## src/tpc_map.svh

```systemverilog
`ifndef TPC_MAP_SVH
`define TPC_MAP_SVH
// ==========================================
// Register offsets (byte addresses)
`define TPC_OFS_TCTL 6'h00
`define TPC_OFS_TCNT 6'h04
`define TPC_OFS_P5DIR 6'h08
`define TPC_OFS_P6DIR 6'h0C
`define TPC_OFS_PRESC 6'h10
`define TPC_OFS_PDN 6'h14
`define TPC_OFS_OD 6'h18
`define TPC_OFS_PUP 6'h1C
`define TPC_OFS_WDCTL 6'h20
`define TPC_OFS_IMASK 6'h24
`define TPC_OFS_IFLAG 6'h28
`define TPC_OFS_ROPT 6'h2C
// ==========================================
// Reset values
`define TPC_RST_TCTL 8'hBF
`define TPC_RST_P5DIR 8'h0F
`define TPC_RST_P6DIR 8'hFF
`define TPC_RST_PRESC 8'hFF
`define TPC_RST_PDN 8'hFF
`define TPC_RST_OD 8'h00
`define TPC_RST_PUP 8'hFF
`define TPC_RST_WDCTL 8'h80
`define TPC_RST_ZERO 8'h00
// ==========================================
// Field positions and masks
`define TPC_RATIO_HI 2
`define TPC_PAB_BIT 3
`define TPC_EDGE_BIT 4
`define TPC_SRC_BIT 5
`define TPC_GIE_BIT 6
`define TPC_WDEN_BIT 7
`define TPC_EIS_BIT 6
`define TPC_ROC_BIT 4
`define TPC_WDCTL_MASK 8'hD0
`define TPC_P5DIR_MASK 8'h0F
`define TPC_PDN_MASK 8'hF7
`define TPC_IRQ_MASK 8'h07
`define TPC_FLG_OVF 0
`define TPC_FLG_CHG 1
`define TPC_FLG_EXT 2
// ==========================================
// Timing
`define TPC_CLK_HZ 40000000
`define TPC_WDT_PERIOD_US 18000
`define TPC_WDT_CYCLES ((`TPC_WDT_PERIOD_US / 1000) * (`TPC_CLK_HZ / 1000))
`define TPC_RESP_OKAY 2'h0
`define TPC_RESP_SLVERR 2'h2
`endif

```

## src/tpc_pkg.sv

```systemverilog
`default_nettype none
package tpc_pkg;
  typedef logic [7:0] tpc_byte_t;
  typedef enum logic {
    TPC_SRC_CYCLE = 1'b0,
    TPC_SRC_PIN = 1'b1
  } tpc_src_t;
  typedef enum logic {
    TPC_CYC_DIV2 = 1'b0,
    TPC_CYC_DIV4 = 1'b1
  } tpc_cyc_t;
endpackage : tpc_pkg
`default_nettype wire

```

## src/tpc_timer_ctrl.sv

```systemverilog
`include "tpc_map.svh"
`default_nettype none
// Operation
// - ratio field sets prescaler division
// - prescaler serves timer or watchdog only
// - external count on selected pin edge
// - source bit picks cycle clock or pin
// - cycle clock is Fosc/2 or Fosc/4
// - global flag follows mask/enable ops
// - timer write clears timer prescaler
// - watchdog clear/sleep clear counter, watchdog prescaler
// - prescaler is readable 8-bit down counter
// - direction bit 1 tristates, 0 drives
// - pull-down bits active low, bit3 unused
// - open-drain bit 1 per port-6 pin
// - pull-high bit 0 enables per pin
// - watchdog enable bit, writable anytime
// - pin-select bit routes external interrupt pin
// - option bit lets resistor pins read
// - mask bits enable three interrupt requests
// - global enable independent of mask bits
// - watchdog free-runs, timeout resets device
// - watchdog base period about 18 ms
// - overflow flag sticky until cleared
// - flag read is flags AND mask
// - timer control resets to all ones except 6
module tpc_timer_ctrl #(
  parameter int ADDR_W = 6,
  parameter int WDT_CYCLES = `TPC_WDT_CYCLES
) (
  // Clock, reset, enable
  input wire logic aclk,
  input wire logic aresetn,
  input wire logic ce,
  // AXI4-Lite slave
  input wire logic [ADDR_W-1:0] s_axi_awaddr,
  input wire logic s_axi_awvalid,
  output logic s_axi_awready,
  input wire logic [31:0] s_axi_wdata,
  input wire logic [3:0] s_axi_wstrb,
  input wire logic s_axi_wvalid,
  output logic s_axi_wready,
  output logic [1:0] s_axi_bresp,
  output logic s_axi_bvalid,
  input wire logic s_axi_bready,
  input wire logic [ADDR_W-1:0] s_axi_araddr,
  input wire logic s_axi_arvalid,
  output logic s_axi_arready,
  output logic [31:0] s_axi_rdata,
  output logic [1:0] s_axi_rresp,
  output logic s_axi_rvalid,
  input wire logic s_axi_rready,
  // Core instruction strobes
  input wire logic enable_irqs_op,
  input wire logic mask_irqs_op,
  input wire logic return_from_irq_op,
  input wire logic irq_entry,
  input wire logic watchdog_clear_op,
  input wire logic sleep_op,
  input wire logic cycle_divider_option,
  // Pins
  input wire logic count_pin,
  input wire logic [7:0] port6_in,
  input wire logic [1:0] option_pins,
  // Pin controls
  output logic [3:0] port5_oe_n,
  output logic [7:0] port6_oe_n,
  output logic [2:0] port5_pulldown_n,
  output logic [3:0] port6_pulldown_n,
  output logic [7:0] port6_open_drain,
  output logic [7:0] port6_pullup_n,
  output logic ext_irq_pin_select,
  // Status
  output logic irq_request,
  output logic watchdog_reset
);
  // ==========================================
  // State
  logic aw_held_reg, aw_held_next, w_held_reg, w_held_next, w_lane_reg, w_lane_next;
  logic [ADDR_W-1:0] aw_addr_reg, aw_addr_next;
  logic [7:0] w_data_reg, w_data_next;
  logic bvalid_reg, bvalid_next, rvalid_reg, rvalid_next, pin_prev_reg, pin_prev_next, wdrst_reg, wdrst_next;
  logic [1:0] bresp_reg, bresp_next, rresp_reg, rresp_next, cyc_div_reg, cyc_div_next;
  logic [31:0] rdata_reg, rdata_next, wdt_cnt_reg, wdt_cnt_next;
  tpc_pkg::tpc_byte_t tctl_reg, tctl_next, tcnt_reg, tcnt_next, p5dir_reg, p5dir_next, p6dir_reg, p6dir_next;
  tpc_pkg::tpc_byte_t presc_reg, presc_next, pdn_reg, pdn_next, od_reg, od_next, pup_reg, pup_next;
  tpc_pkg::tpc_byte_t wdctl_reg, wdctl_next, imask_reg, imask_next, iflag_reg, iflag_next;
  logic [7:0] p6_prev_reg, p6_prev_next;
  // ==========================================
  // Decode
  logic wr_fire, rd_fire, wr_en, tcnt_wr, prescaler_assign, gie, cyc_tick, pin_edge, src_ev, wd_clear, rd_hit;
  logic base_to, presc_in, presc_out, tmr_inc, wdt_to;
  logic [ADDR_W-1:0] wa;
  logic [8:0] tmr_mask9;
  logic [7:0] tmr_mask, wdt_mask, ratio_mask, presc_dec;
  logic [2:0] ratio;
  tpc_pkg::tpc_byte_t rd_val;
  assign s_axi_awready = !aw_held_reg;
  assign s_axi_wready = !w_held_reg;
  assign s_axi_bvalid = bvalid_reg;
  assign s_axi_bresp = bresp_reg;
  assign s_axi_arready = !rvalid_reg;
  assign s_axi_rvalid = rvalid_reg;
  assign s_axi_rdata = rdata_reg;
  assign s_axi_rresp = rresp_reg;
  assign wr_fire = aw_held_reg && w_held_reg && !bvalid_reg;
  assign rd_fire = s_axi_arvalid && !rvalid_reg;
  assign wr_en = wr_fire && w_lane_reg;
  assign wa = aw_addr_reg;
  assign tcnt_wr = wr_en && (wa == `TPC_OFS_TCNT);
  assign prescaler_assign = tctl_reg[`TPC_PAB_BIT];
  assign gie = tctl_reg[`TPC_GIE_BIT];
  assign ratio = tctl_reg[`TPC_RATIO_HI:0];
  assign wd_clear = watchdog_clear_op || sleep_op;
  // ==========================================
  // Bus channels
  always_comb begin
    aw_held_next = aw_held_reg;
    aw_addr_next = aw_addr_reg;
    w_held_next = w_held_reg;
    w_data_next = w_data_reg;
    w_lane_next = w_lane_reg;
    bvalid_next = bvalid_reg;
    bresp_next = bresp_reg;
    rvalid_next = rvalid_reg;
    rdata_next = rdata_reg;
    rresp_next = rresp_reg;
    if (s_axi_awvalid && !aw_held_reg) begin
      aw_held_next = 1'b1;
      aw_addr_next = s_axi_awaddr;
    end
    if (s_axi_wvalid && !w_held_reg) begin
      w_held_next = 1'b1;
      w_data_next = s_axi_wdata[7:0];
      w_lane_next = s_axi_wstrb[0];
    end
    if (wr_fire) begin
      aw_held_next = 1'b0;
      w_held_next = 1'b0;
      bvalid_next = 1'b1;
      bresp_next = `TPC_RESP_OKAY;
      if (wa > `TPC_OFS_IFLAG || wa[1:0] != 2'h0 || wa == `TPC_OFS_PRESC) begin
        bresp_next = `TPC_RESP_SLVERR;
      end
    end
    if (bvalid_reg && s_axi_bready) begin
      bvalid_next = 1'b0;
    end
    if (rd_fire) begin
      rvalid_next = 1'b1;
      rdata_next = {24'h000000, rd_val};
      rresp_next = rd_hit ? `TPC_RESP_OKAY : `TPC_RESP_SLVERR;
    end else if (rvalid_reg && s_axi_rready) begin
      rvalid_next = 1'b0;
    end
  end
  // Read mux; unmapped reads zero with SLVERR
  always_comb begin
    rd_val = `TPC_RST_ZERO;
    rd_hit = 1'b1;
    unique case (s_axi_araddr)
      `TPC_OFS_TCTL: rd_val = tctl_reg;
      `TPC_OFS_TCNT: rd_val = tcnt_reg;
      `TPC_OFS_P5DIR: rd_val = p5dir_reg;
      `TPC_OFS_P6DIR: rd_val = p6dir_reg;
      `TPC_OFS_PRESC: rd_val = presc_reg;
      `TPC_OFS_PDN: rd_val = pdn_reg;
      `TPC_OFS_OD: rd_val = od_reg;
      `TPC_OFS_PUP: rd_val = pup_reg;
      `TPC_OFS_WDCTL: rd_val = wdctl_reg;
      `TPC_OFS_IMASK: rd_val = imask_reg;
      `TPC_OFS_IFLAG: rd_val = iflag_reg & imask_reg;
      `TPC_OFS_ROPT: rd_val = wdctl_reg[`TPC_ROC_BIT] ? {6'h00, option_pins} : `TPC_RST_ZERO;
      default: rd_hit = 1'b0;
    endcase
  end
  // ==========================================
  // Counting path
  always_comb begin
    cyc_div_next = cyc_div_reg + 2'h1;
    if (cycle_divider_option == tpc_pkg::TPC_CYC_DIV2) begin
      cyc_tick = cyc_div_reg[0];
    end else begin
      cyc_tick = &cyc_div_reg;
    end
    // rising when edge bit set, else falling
    pin_prev_next = count_pin;
    pin_edge = tctl_reg[`TPC_EDGE_BIT] ? (count_pin && !pin_prev_reg) : (!count_pin && pin_prev_reg);
    if (tctl_reg[`TPC_SRC_BIT] == tpc_pkg::TPC_SRC_PIN) begin
      src_ev = pin_edge;
    end else begin
      src_ev = cyc_tick;
    end
    // watchdog base runs regardless of sleep
    base_to = (wdt_cnt_reg == 32'(WDT_CYCLES - 1));
    wdt_cnt_next = base_to ? 32'h00000000 : wdt_cnt_reg + 32'h00000001;
    tmr_mask9 = (9'h002 << ratio) - 9'h001;
    tmr_mask = tmr_mask9[7:0];
    wdt_mask = 8'((9'h001 << ratio) - 9'h001);
    ratio_mask = prescaler_assign ? wdt_mask : tmr_mask;
    presc_in = prescaler_assign ? base_to : src_ev;
    presc_dec = presc_reg - 8'h01;
    presc_out = presc_in && ((presc_dec & ratio_mask) == ratio_mask);
    presc_next = presc_in ? presc_dec : presc_reg;
    tmr_inc = prescaler_assign ? src_ev : presc_out;
    wdt_to = wdctl_reg[`TPC_WDEN_BIT] && (prescaler_assign ? presc_out : base_to);
    tcnt_next = tmr_inc ? tcnt_reg + 8'h01 : tcnt_reg;
    if (tcnt_wr) begin
      tcnt_next = w_data_reg;
      if (!prescaler_assign) begin
        presc_next = `TPC_RST_PRESC;
      end
    end
    if (wd_clear) begin
      wdt_cnt_next = 32'h00000000;
      if (prescaler_assign) begin
        presc_next = `TPC_RST_PRESC;
      end
    end
    // time-out drives a device reset pulse
    wdrst_next = wdt_to && !wd_clear;
  end
  // ==========================================
  // Control registers and flags
  always_comb begin
    tctl_next = tctl_reg;
    p5dir_next = p5dir_reg;
    p6dir_next = p6dir_reg;
    pdn_next = pdn_reg;
    od_next = od_reg;
    pup_next = pup_reg;
    wdctl_next = wdctl_reg;
    imask_next = imask_reg;
    iflag_next = iflag_reg;
    p6_prev_next = port6_in;
    if (wr_en) begin
      unique case (wa)
        `TPC_OFS_TCTL: tctl_next = w_data_reg;
        // only low nibble for port 5
        `TPC_OFS_P5DIR: p5dir_next = w_data_reg & `TPC_P5DIR_MASK;
        `TPC_OFS_P6DIR: p6dir_next = w_data_reg;
        `TPC_OFS_PDN: pdn_next = w_data_reg & `TPC_PDN_MASK;
        `TPC_OFS_OD: od_next = w_data_reg;
        `TPC_OFS_PUP: pup_next = w_data_reg;
        `TPC_OFS_WDCTL: wdctl_next = w_data_reg & `TPC_WDCTL_MASK;
        `TPC_OFS_IMASK: imask_next = w_data_reg & `TPC_IRQ_MASK;
        // Writes can only clear flags
        `TPC_OFS_IFLAG: iflag_next = iflag_reg & w_data_reg;
        default: ;
      endcase
    end
    if (mask_irqs_op || irq_entry) begin
      tctl_next[`TPC_GIE_BIT] = 1'b0;
    end else if (enable_irqs_op || return_from_irq_op) begin
      tctl_next[`TPC_GIE_BIT] = 1'b1;
    end
    if (tmr_inc && !tcnt_wr && tcnt_reg == 8'hFF) begin
      iflag_next[`TPC_FLG_OVF] = 1'b1;
    end
    if (port6_in != p6_prev_reg) begin
      iflag_next[`TPC_FLG_CHG] = 1'b1;
    end
    // external pin path masked unless selected
    if (wdctl_reg[`TPC_EIS_BIT] && p6_prev_reg[0] && !port6_in[0]) begin
      iflag_next[`TPC_FLG_EXT] = 1'b1;
    end
  end
  // ==========================================
  // Registers
  always_ff @(posedge aclk) begin
    if (!aresetn) begin
      aw_held_reg <= 1'b0;
      aw_addr_reg <= '0;
      w_held_reg <= 1'b0;
      w_data_reg <= `TPC_RST_ZERO;
      w_lane_reg <= 1'b0;
      bvalid_reg <= 1'b0;
      bresp_reg <= `TPC_RESP_OKAY;
      rvalid_reg <= 1'b0;
      rdata_reg <= 32'h00000000;
      rresp_reg <= `TPC_RESP_OKAY;
      tctl_reg <= `TPC_RST_TCTL;
      tcnt_reg <= `TPC_RST_ZERO;
      p5dir_reg <= `TPC_RST_P5DIR;
      p6dir_reg <= `TPC_RST_P6DIR;
      presc_reg <= `TPC_RST_PRESC;
      pdn_reg <= `TPC_RST_PDN;
      od_reg <= `TPC_RST_OD;
      pup_reg <= `TPC_RST_PUP;
      wdctl_reg <= `TPC_RST_WDCTL;
      imask_reg <= `TPC_RST_ZERO;
      iflag_reg <= `TPC_RST_ZERO;
      cyc_div_reg <= 2'h0;
      wdt_cnt_reg <= 32'h00000000;
      pin_prev_reg <= count_pin;
      p6_prev_reg <= port6_in;
      wdrst_reg <= 1'b0;
    end else if (ce) begin
      aw_held_reg <= aw_held_next;
      aw_addr_reg <= aw_addr_next;
      w_held_reg <= w_held_next;
      w_data_reg <= w_data_next;
      w_lane_reg <= w_lane_next;
      bvalid_reg <= bvalid_next;
      bresp_reg <= bresp_next;
      rvalid_reg <= rvalid_next;
      rdata_reg <= rdata_next;
      rresp_reg <= rresp_next;
      tctl_reg <= tctl_next;
      tcnt_reg <= tcnt_next;
      p5dir_reg <= p5dir_next;
      p6dir_reg <= p6dir_next;
      presc_reg <= presc_next;
      pdn_reg <= pdn_next;
      od_reg <= od_next;
      pup_reg <= pup_next;
      wdctl_reg <= wdctl_next;
      imask_reg <= imask_next;
      iflag_reg <= iflag_next;
      cyc_div_reg <= cyc_div_next;
      wdt_cnt_reg <= wdt_cnt_next;
      pin_prev_reg <= pin_prev_next;
      p6_prev_reg <= p6_prev_next;
      wdrst_reg <= wdrst_next;
    end
  end
  // ==========================================
  // Pin controls
  // direction bit 1 means tristate
  assign port5_oe_n = p5dir_reg[3:0];
  assign port6_oe_n = p6dir_reg;
  assign port5_pulldown_n = pdn_reg[2:0];
  assign port6_pulldown_n = pdn_reg[7:4];
  assign port6_open_drain = od_reg;
  assign port6_pullup_n = pup_reg;
  assign ext_irq_pin_select = wdctl_reg[`TPC_EIS_BIT];
  // individual enables gated by global flag
  assign irq_request = gie && |(iflag_reg & imask_reg);
  assign watchdog_reset = wdrst_reg;
endmodule : tpc_timer_ctrl
`default_nettype wire

```

## config.mk

```make
export PLATFORM = sky130hd
export DESIGN_NAME = tpc_timer_ctrl
export DESIGN_NICKNAME = d
export VERILOG_FILES = /design/src/tpc_pkg.sv /design/src/tpc_timer_ctrl.sv
export VERILOG_INCLUDE_DIRS = /design/src
export SDC_FILE = /design/constraint.sdc
export NUM_CORES = 1
export LEC_CHECK = 0
export ABC_AREA = 1
export BUFFER_PORTS_ARGS = -buffer_cell sky130_fd_sc_hd__buf_2
export CELL_PAD_IN_SITES_DETAIL_PLACEMENT = 0
export CELL_PAD_IN_SITES_GLOBAL_PLACEMENT = 2
export CORE_ASPECT_RATIO = 0.9
export CORE_MARGIN = 4
export CORE_UTILIZATION = 27
export CTS_CLUSTER_DIAMETER = 80
export DETAILED_ROUTE_END_ITERATION = 7
export HOLD_SLACK_MARGIN = 0.02
export PLACE_DENSITY_LB_ADDON = 0.12
export SLEW_MARGIN = 20
export SYNTH_ARGS = -nofsm -noshare
export SYNTH_HDL_FRONTEND = slang
export SYNTH_SLANG_ARGS = --single-unit
```

## constraint.sdc

```tcl
create_clock -name aclk -period 2 [get_ports aclk]
set_input_delay 0.1 -clock aclk [delete_from_list [all_inputs] [get_ports aclk]]
set_output_delay 0.1 -clock aclk [all_outputs]
set_load 0.05 [all_outputs]
```

==> results by group <==
Status
  • Status: finished, violations left
  • Failing checks: setup timing

Job
  • Maxcap violations: 0

Power and ir drop
  • Register share of total power: ~42%
  • Switching share of power: between 20% and 30%
  • Net Switching: a little over 2 mW
  • Static leakage power: between 4 and 5 nW
  • Logic gate share of total power: between 10% and 20%
  • Total power: around 7 mW
  • Fraction of power consumed by the clock network: 47.1%
  • P_int: between 4 and 5 mW
  • Worst-case vdd ir drop: ~0.46 mV
  • Power density cells: 689 nW/um^2

Global routing
  • Via count of the first global-routing pass: around 7000
  • Total global routing overflow: 0
  • Number of antenna violations at the first check in global routing: 0
  • First-pass GRT wire length: 42200 um
  • Overall track demand over capacity in global routing: between 10% and 20%
  • Largest net degree at the start of global routing: 62

Cells and area
  • Layout overhead on the synthesized area: 38.8%
  • Final core occ: between 30% and 40%
  • Antenna diode count: 0
  • Final instance area: around 10000 um^2
  • NumNets Final: 1340
  • Number of filler cells placed in the layout: ~2800
  • Flip-flop count of the largest register after layout: 32
  • Fraction of layout cells with a size suffix above 1: around 26%
  • Area used by multi-input combinational logic: 3940 um^2
  • Footprint of the flip-flops and latches: 2940 um^2

Critical path
  • Maximum fanout along the worst path: 8
  • Critical path start-end classification: reg -> reg
  • Total buffers and inverters traversed by the critical path: 1
  • Reg2Reg Capture Point: tcnt_reg[4]
  • Required time of the critical path: roughly 2300 ps
  • Capture point of the worst path: tcnt_reg[4]
  • Crit path capture type: flop
  • Startpoint of the worst-slack reg-to-reg timing path: tctl_reg[0]
  • Biggest cell delay along the critical path: between 300 and 400 ps
  • Depth of the most critical reg-to-reg path: 16
  • Cells traversed along the worst timing path: inv_2, ha_4, nand3_4, ha_4, nor2_2, a21oi_1, nand2_1, nand3b_1, nor2_2, nand2_2, nand2_4, nand2_8, nand2_8, nand2_1, nand2_1, nor2_1
  • Sort of element at the start of the critical path: flop
  • Data arrival at the endpoint of the critical path: approximately 2500 ps
  • Dominant delay contributor by cell family on the critical path: simple AND/OR/NAND/NOR gates
  • Standard cell with the maximum stage delay on the critical path: sky130_fd_sc_hd__dfxtp_2
  • Worst setup path start: tctl_reg[0]
  • Internal reg-to-reg setup slack: -170 ps
  • Most prevalent standard cell on the critical path: sky130_fd_sc_hd__nand2_1
  • Number of cells on the critical path: 16

Yosys
  • Synthesized-area fraction occupied by and/or/nand/nor cells: 26.0%
  • Sequential element share of the synthesized area: ~40%
  • Number of warnings issued by yosys: 0
  • Area contributors post-synth: sky130_fd_sc_hd__dfxtp_1 (36%), sky130_fd_sc_hd__nand2_1 (10%), sky130_fd_sc_hd__inv_1 (6.6%), sky130_fd_sc_hd__nor2_1 (5.1%), sky130_fd_sc_hd__a21oi_1 (5.0%)
  • Largest family of logic cells by synthesized area: simple AND/OR/NAND/NOR gates
  • Top_reg_cell synth: sky130_fd_sc_hd__dfxtp_1
  • Fraction of the mapped netlist area in compound gates: 18.7%
  • Share of flip-flops with an asynchronous set or reset: 0%
  • Number of enable-type register cells in the synthesized netlist: 9
  • Total of flip-flops plus latches after synthesis: about 140
  • Mean cell area of the mapped netlist: approximately 7 um^2
  • Biggest area consumer among synthesized cells: sky130_fd_sc_hd__dfxtp_1
  • Synthesized area: 7330 um^2
  • Fraction of synthesized area in multiplexers: 0%
  • Number of distinct standard cells referenced by the synthesized netlist: 50
  • XOR/XNOR Fraction of Synth Area: between 2 and 3%
  • Post-Synth Adder-Cell Area: between 1 and 1.5%
  • Number of instances in the synthesized netlist: between 1000 and 1500
  • Top-area cell type share of the netlist area: 36.3%

Worst hold path
  • HP Class: in -> reg

STA
  • Share of the clock period used by the worst path after layout: 109%
  • Worst Setup Slack, final: -171 ps
  • Final period demand of the worst path: between 2000 and 2500 ps
  • Max Clk Rate: 0.461 GHz
  • Relative max-transition margin: 55.6%
  • Least-Margin Pin Slew: roughly 670 ps
  • Clock skew: ~15 ps
  • Setup repair after global routing missed its margin: true
  • Final setup violating endpoints: 15
  • Number of pins exceeding their max-slew limit in the final report: 0
  • Number of hold-slack violations in the final timing report: 0

Drt
  • Initial drt markers: between 400 and 500
  • Post-DRT Antenna Nets: 0
  • Vias after detailed routing: about 7500
  • Detailed-router iteration count before antenna repair: 5
  • Post-DR vias/cell: around 4.7
  • Count of unresolved DRC violations after routing: 0
  • Routed wire per std cell: roughly 17 um
  • Sum of routed wire length over all layers: between 20000 and 30000 um

Floorplanning
  • Horizontal die dimension: 182 um
  • Number of cell rows: between 50 and 60
  • Initial Util: between 20% and 30%
  • Die footprint: about 30000 um^2
  • Core area: approximately 26000 um^2
  • Die Y-Extent: between 150 and 200 um
  • Count of boundary I/O pins: roughly 150

Place
  • Half-perimeter wire length after placement: 21400 um
  • GP Congestion: just under 0.9
  • Placement-stage worst setup slack: -230 ps
  • Number of buffer cells added on primary ports: 99
  • Placement-stage cell area: ~8900 um^2

CTS
  • Deepest level of the CTS H-tree: 4
  • # clock sinks: about 140
  • Root cell of the clock tree: sky130_fd_sc_hd__clkbuf_16
  • TritonCTS clock tree: yes
  • Clock-pin slew on the worst setup and hold paths: approximately 70 ps
  • Clock insertion delay at the later pin of the skew report: about 430 ps
  • Number of CTS-inserted buffers: 17
  • Largest buffer count on any clock path: 2
cell families after synthesis:
logic type                 count (synthesis)
adders and majority gates                  7
and+or+nand+nor                          430
xor gates and xnor gates                  21
AOI/OAI and AO/OA                        230
DFF                                      142
other                                      1
buffers and inverters                    190
cell type report:
class	count	area share (%)
multi-input cells	716	38.7
clock buffers	17	4.18
flip-flops and latches	142	28.9
repair inverters	1	0.0737
repair buffers	247	17.2
clock inverters	15	1.68
well taps	348	4.28
inverters	134	5.00
through the flow:
step,cells,hold slack (ps),setup TNS (ps)
2_1_floorplan,1046,199,0
3_3_place_gp,1541,299,-2180
3_5_place_dp,1541,301,-2390
4_1_cts,1609,72.5,-1240
5_1_grt,1620,121,-3590
6_report,1620,90.5,-1400
cells in the mapped netlist, drive strengths merged, types with 3 or more instances:
library cell / n
o31ai: 3
dfxtp: 133
nand3: 61
xnor2: 12
nand2: 200
nor2: 106
nor4: 7
xor2: 9
a211oi: 3
clkbuf: 16
a21oi: 75
a31oi: 7
edfxtp: 9
nor3: 28
o22ai: 16
a22oi: 3
o211ai: 38
nand4: 21
ha: 7
a221oi: 6
nor3b: 4
buf: 40
o21ai: 66
inv: 132
worst min path at each step:
| stage | startpoint | endpoint | slack [ps] | cells after the start |
|---|---|---|---|---|
| 6_report | irq_entry | tctl_reg[6] | 90 | 4 |
| 5_1_grt | mask_irqs_op | tctl_reg[6] | 120 | 4 |
| 4_1_cts | mask_irqs_op | tctl_reg[6] | 70 | 4 |
| 3_5_place_dp | count_pin | pin_prev_reg | 300 | 1 |
| 3_3_place_gp | count_pin | pin_prev_reg | 300 | 1 |
| 2_1_floorplan | port6_in[0] | p6_prev_reg[0] | 200 | 0 |
worst min-delay path, cell delays in order:
cell                       delay (ps)
sky130_fd_sc_hd__buf_2             70
sky130_fd_sc_hd__nor2_1            60
sky130_fd_sc_hd__a21oi_1          160
sky130_fd_sc_hd__a211oi_1          60
per-layer routing:
metal	track usage (%)	routed length, um
met5	0	0
met4	3.68	210
met3	4.03	1400
met2	26.5	11500
met1	28.0	14900
cells in the final DEF (no fill, tap or decap), types with 5 or more instances in the layout:
cell type	synthesis	layout
sky130_fd_sc_hd__o21ai_0	64	58
sky130_fd_sc_hd__buf_2	4	99
sky130_fd_sc_hd__xor2_1	9	9
sky130_fd_sc_hd__nand2_2	2	6
sky130_fd_sc_hd__dlygate4sd3_1	0	30
sky130_fd_sc_hd__inv_1	128	122
sky130_fd_sc_hd__conb_1	1	26
sky130_fd_sc_hd__edfxtp_1	9	9
sky130_fd_sc_hd__nor3_1	24	20
sky130_fd_sc_hd__a21oi_2	1	5
sky130_fd_sc_hd__dfxtp_2	0	6
sky130_fd_sc_hd__nor2_2	6	18
sky130_fd_sc_hd__clkbuf_16	0	18
sky130_fd_sc_hd__a221oi_1	6	6
sky130_fd_sc_hd__a31oi_1	7	7
sky130_fd_sc_hd__nand2_4	2	6
sky130_fd_sc_hd__inv_8	0	5
sky130_fd_sc_hd__o211ai_1	38	38
sky130_fd_sc_hd__nand2_1	196	188
sky130_fd_sc_hd__nand4_1	21	21
sky130_fd_sc_hd__inv_2	4	8
sky130_fd_sc_hd__dfxtp_1	133	127
sky130_fd_sc_hd__nand3_2	4	5
sky130_fd_sc_hd__o22ai_1	16	16
sky130_fd_sc_hd__buf_4	34	110
sky130_fd_sc_hd__nor2_1	100	85
sky130_fd_sc_hd__a21oi_1	74	70
sky130_fd_sc_hd__nand3_1	57	55
sky130_fd_sc_hd__o21ai_1	1	6
sky130_fd_sc_hd__xnor2_1	12	12
power groups by stage:
| stage | logic [mW] | clock network [mW] | registers (mW) |
|---|---|---|---|
| finish | 0.738 | 3.30 | 2.98 |
| floorplan | 0.431 | 0 | 3.04 |
| global route | 0.804 | 3.50 | 2.98 |
| CTS | 0.716 | 3.38 | 2.97 |
| global placement | 0.668 | 0 | 3.04 |
| detailed placement | 0.662 | 0 | 3.04 |
timing repair:
action                     in CTS  in global routing
hold buffers                   30                  0
setup endpoints to repair      26                 66
resized for setup              24                 55
pin swaps                       8                 37
gates cloned                    1                  3
hold endpoints to repair       29                  0
buffers inserted                6                  8
No activity file was read; power rests on OpenSTA's default activity.
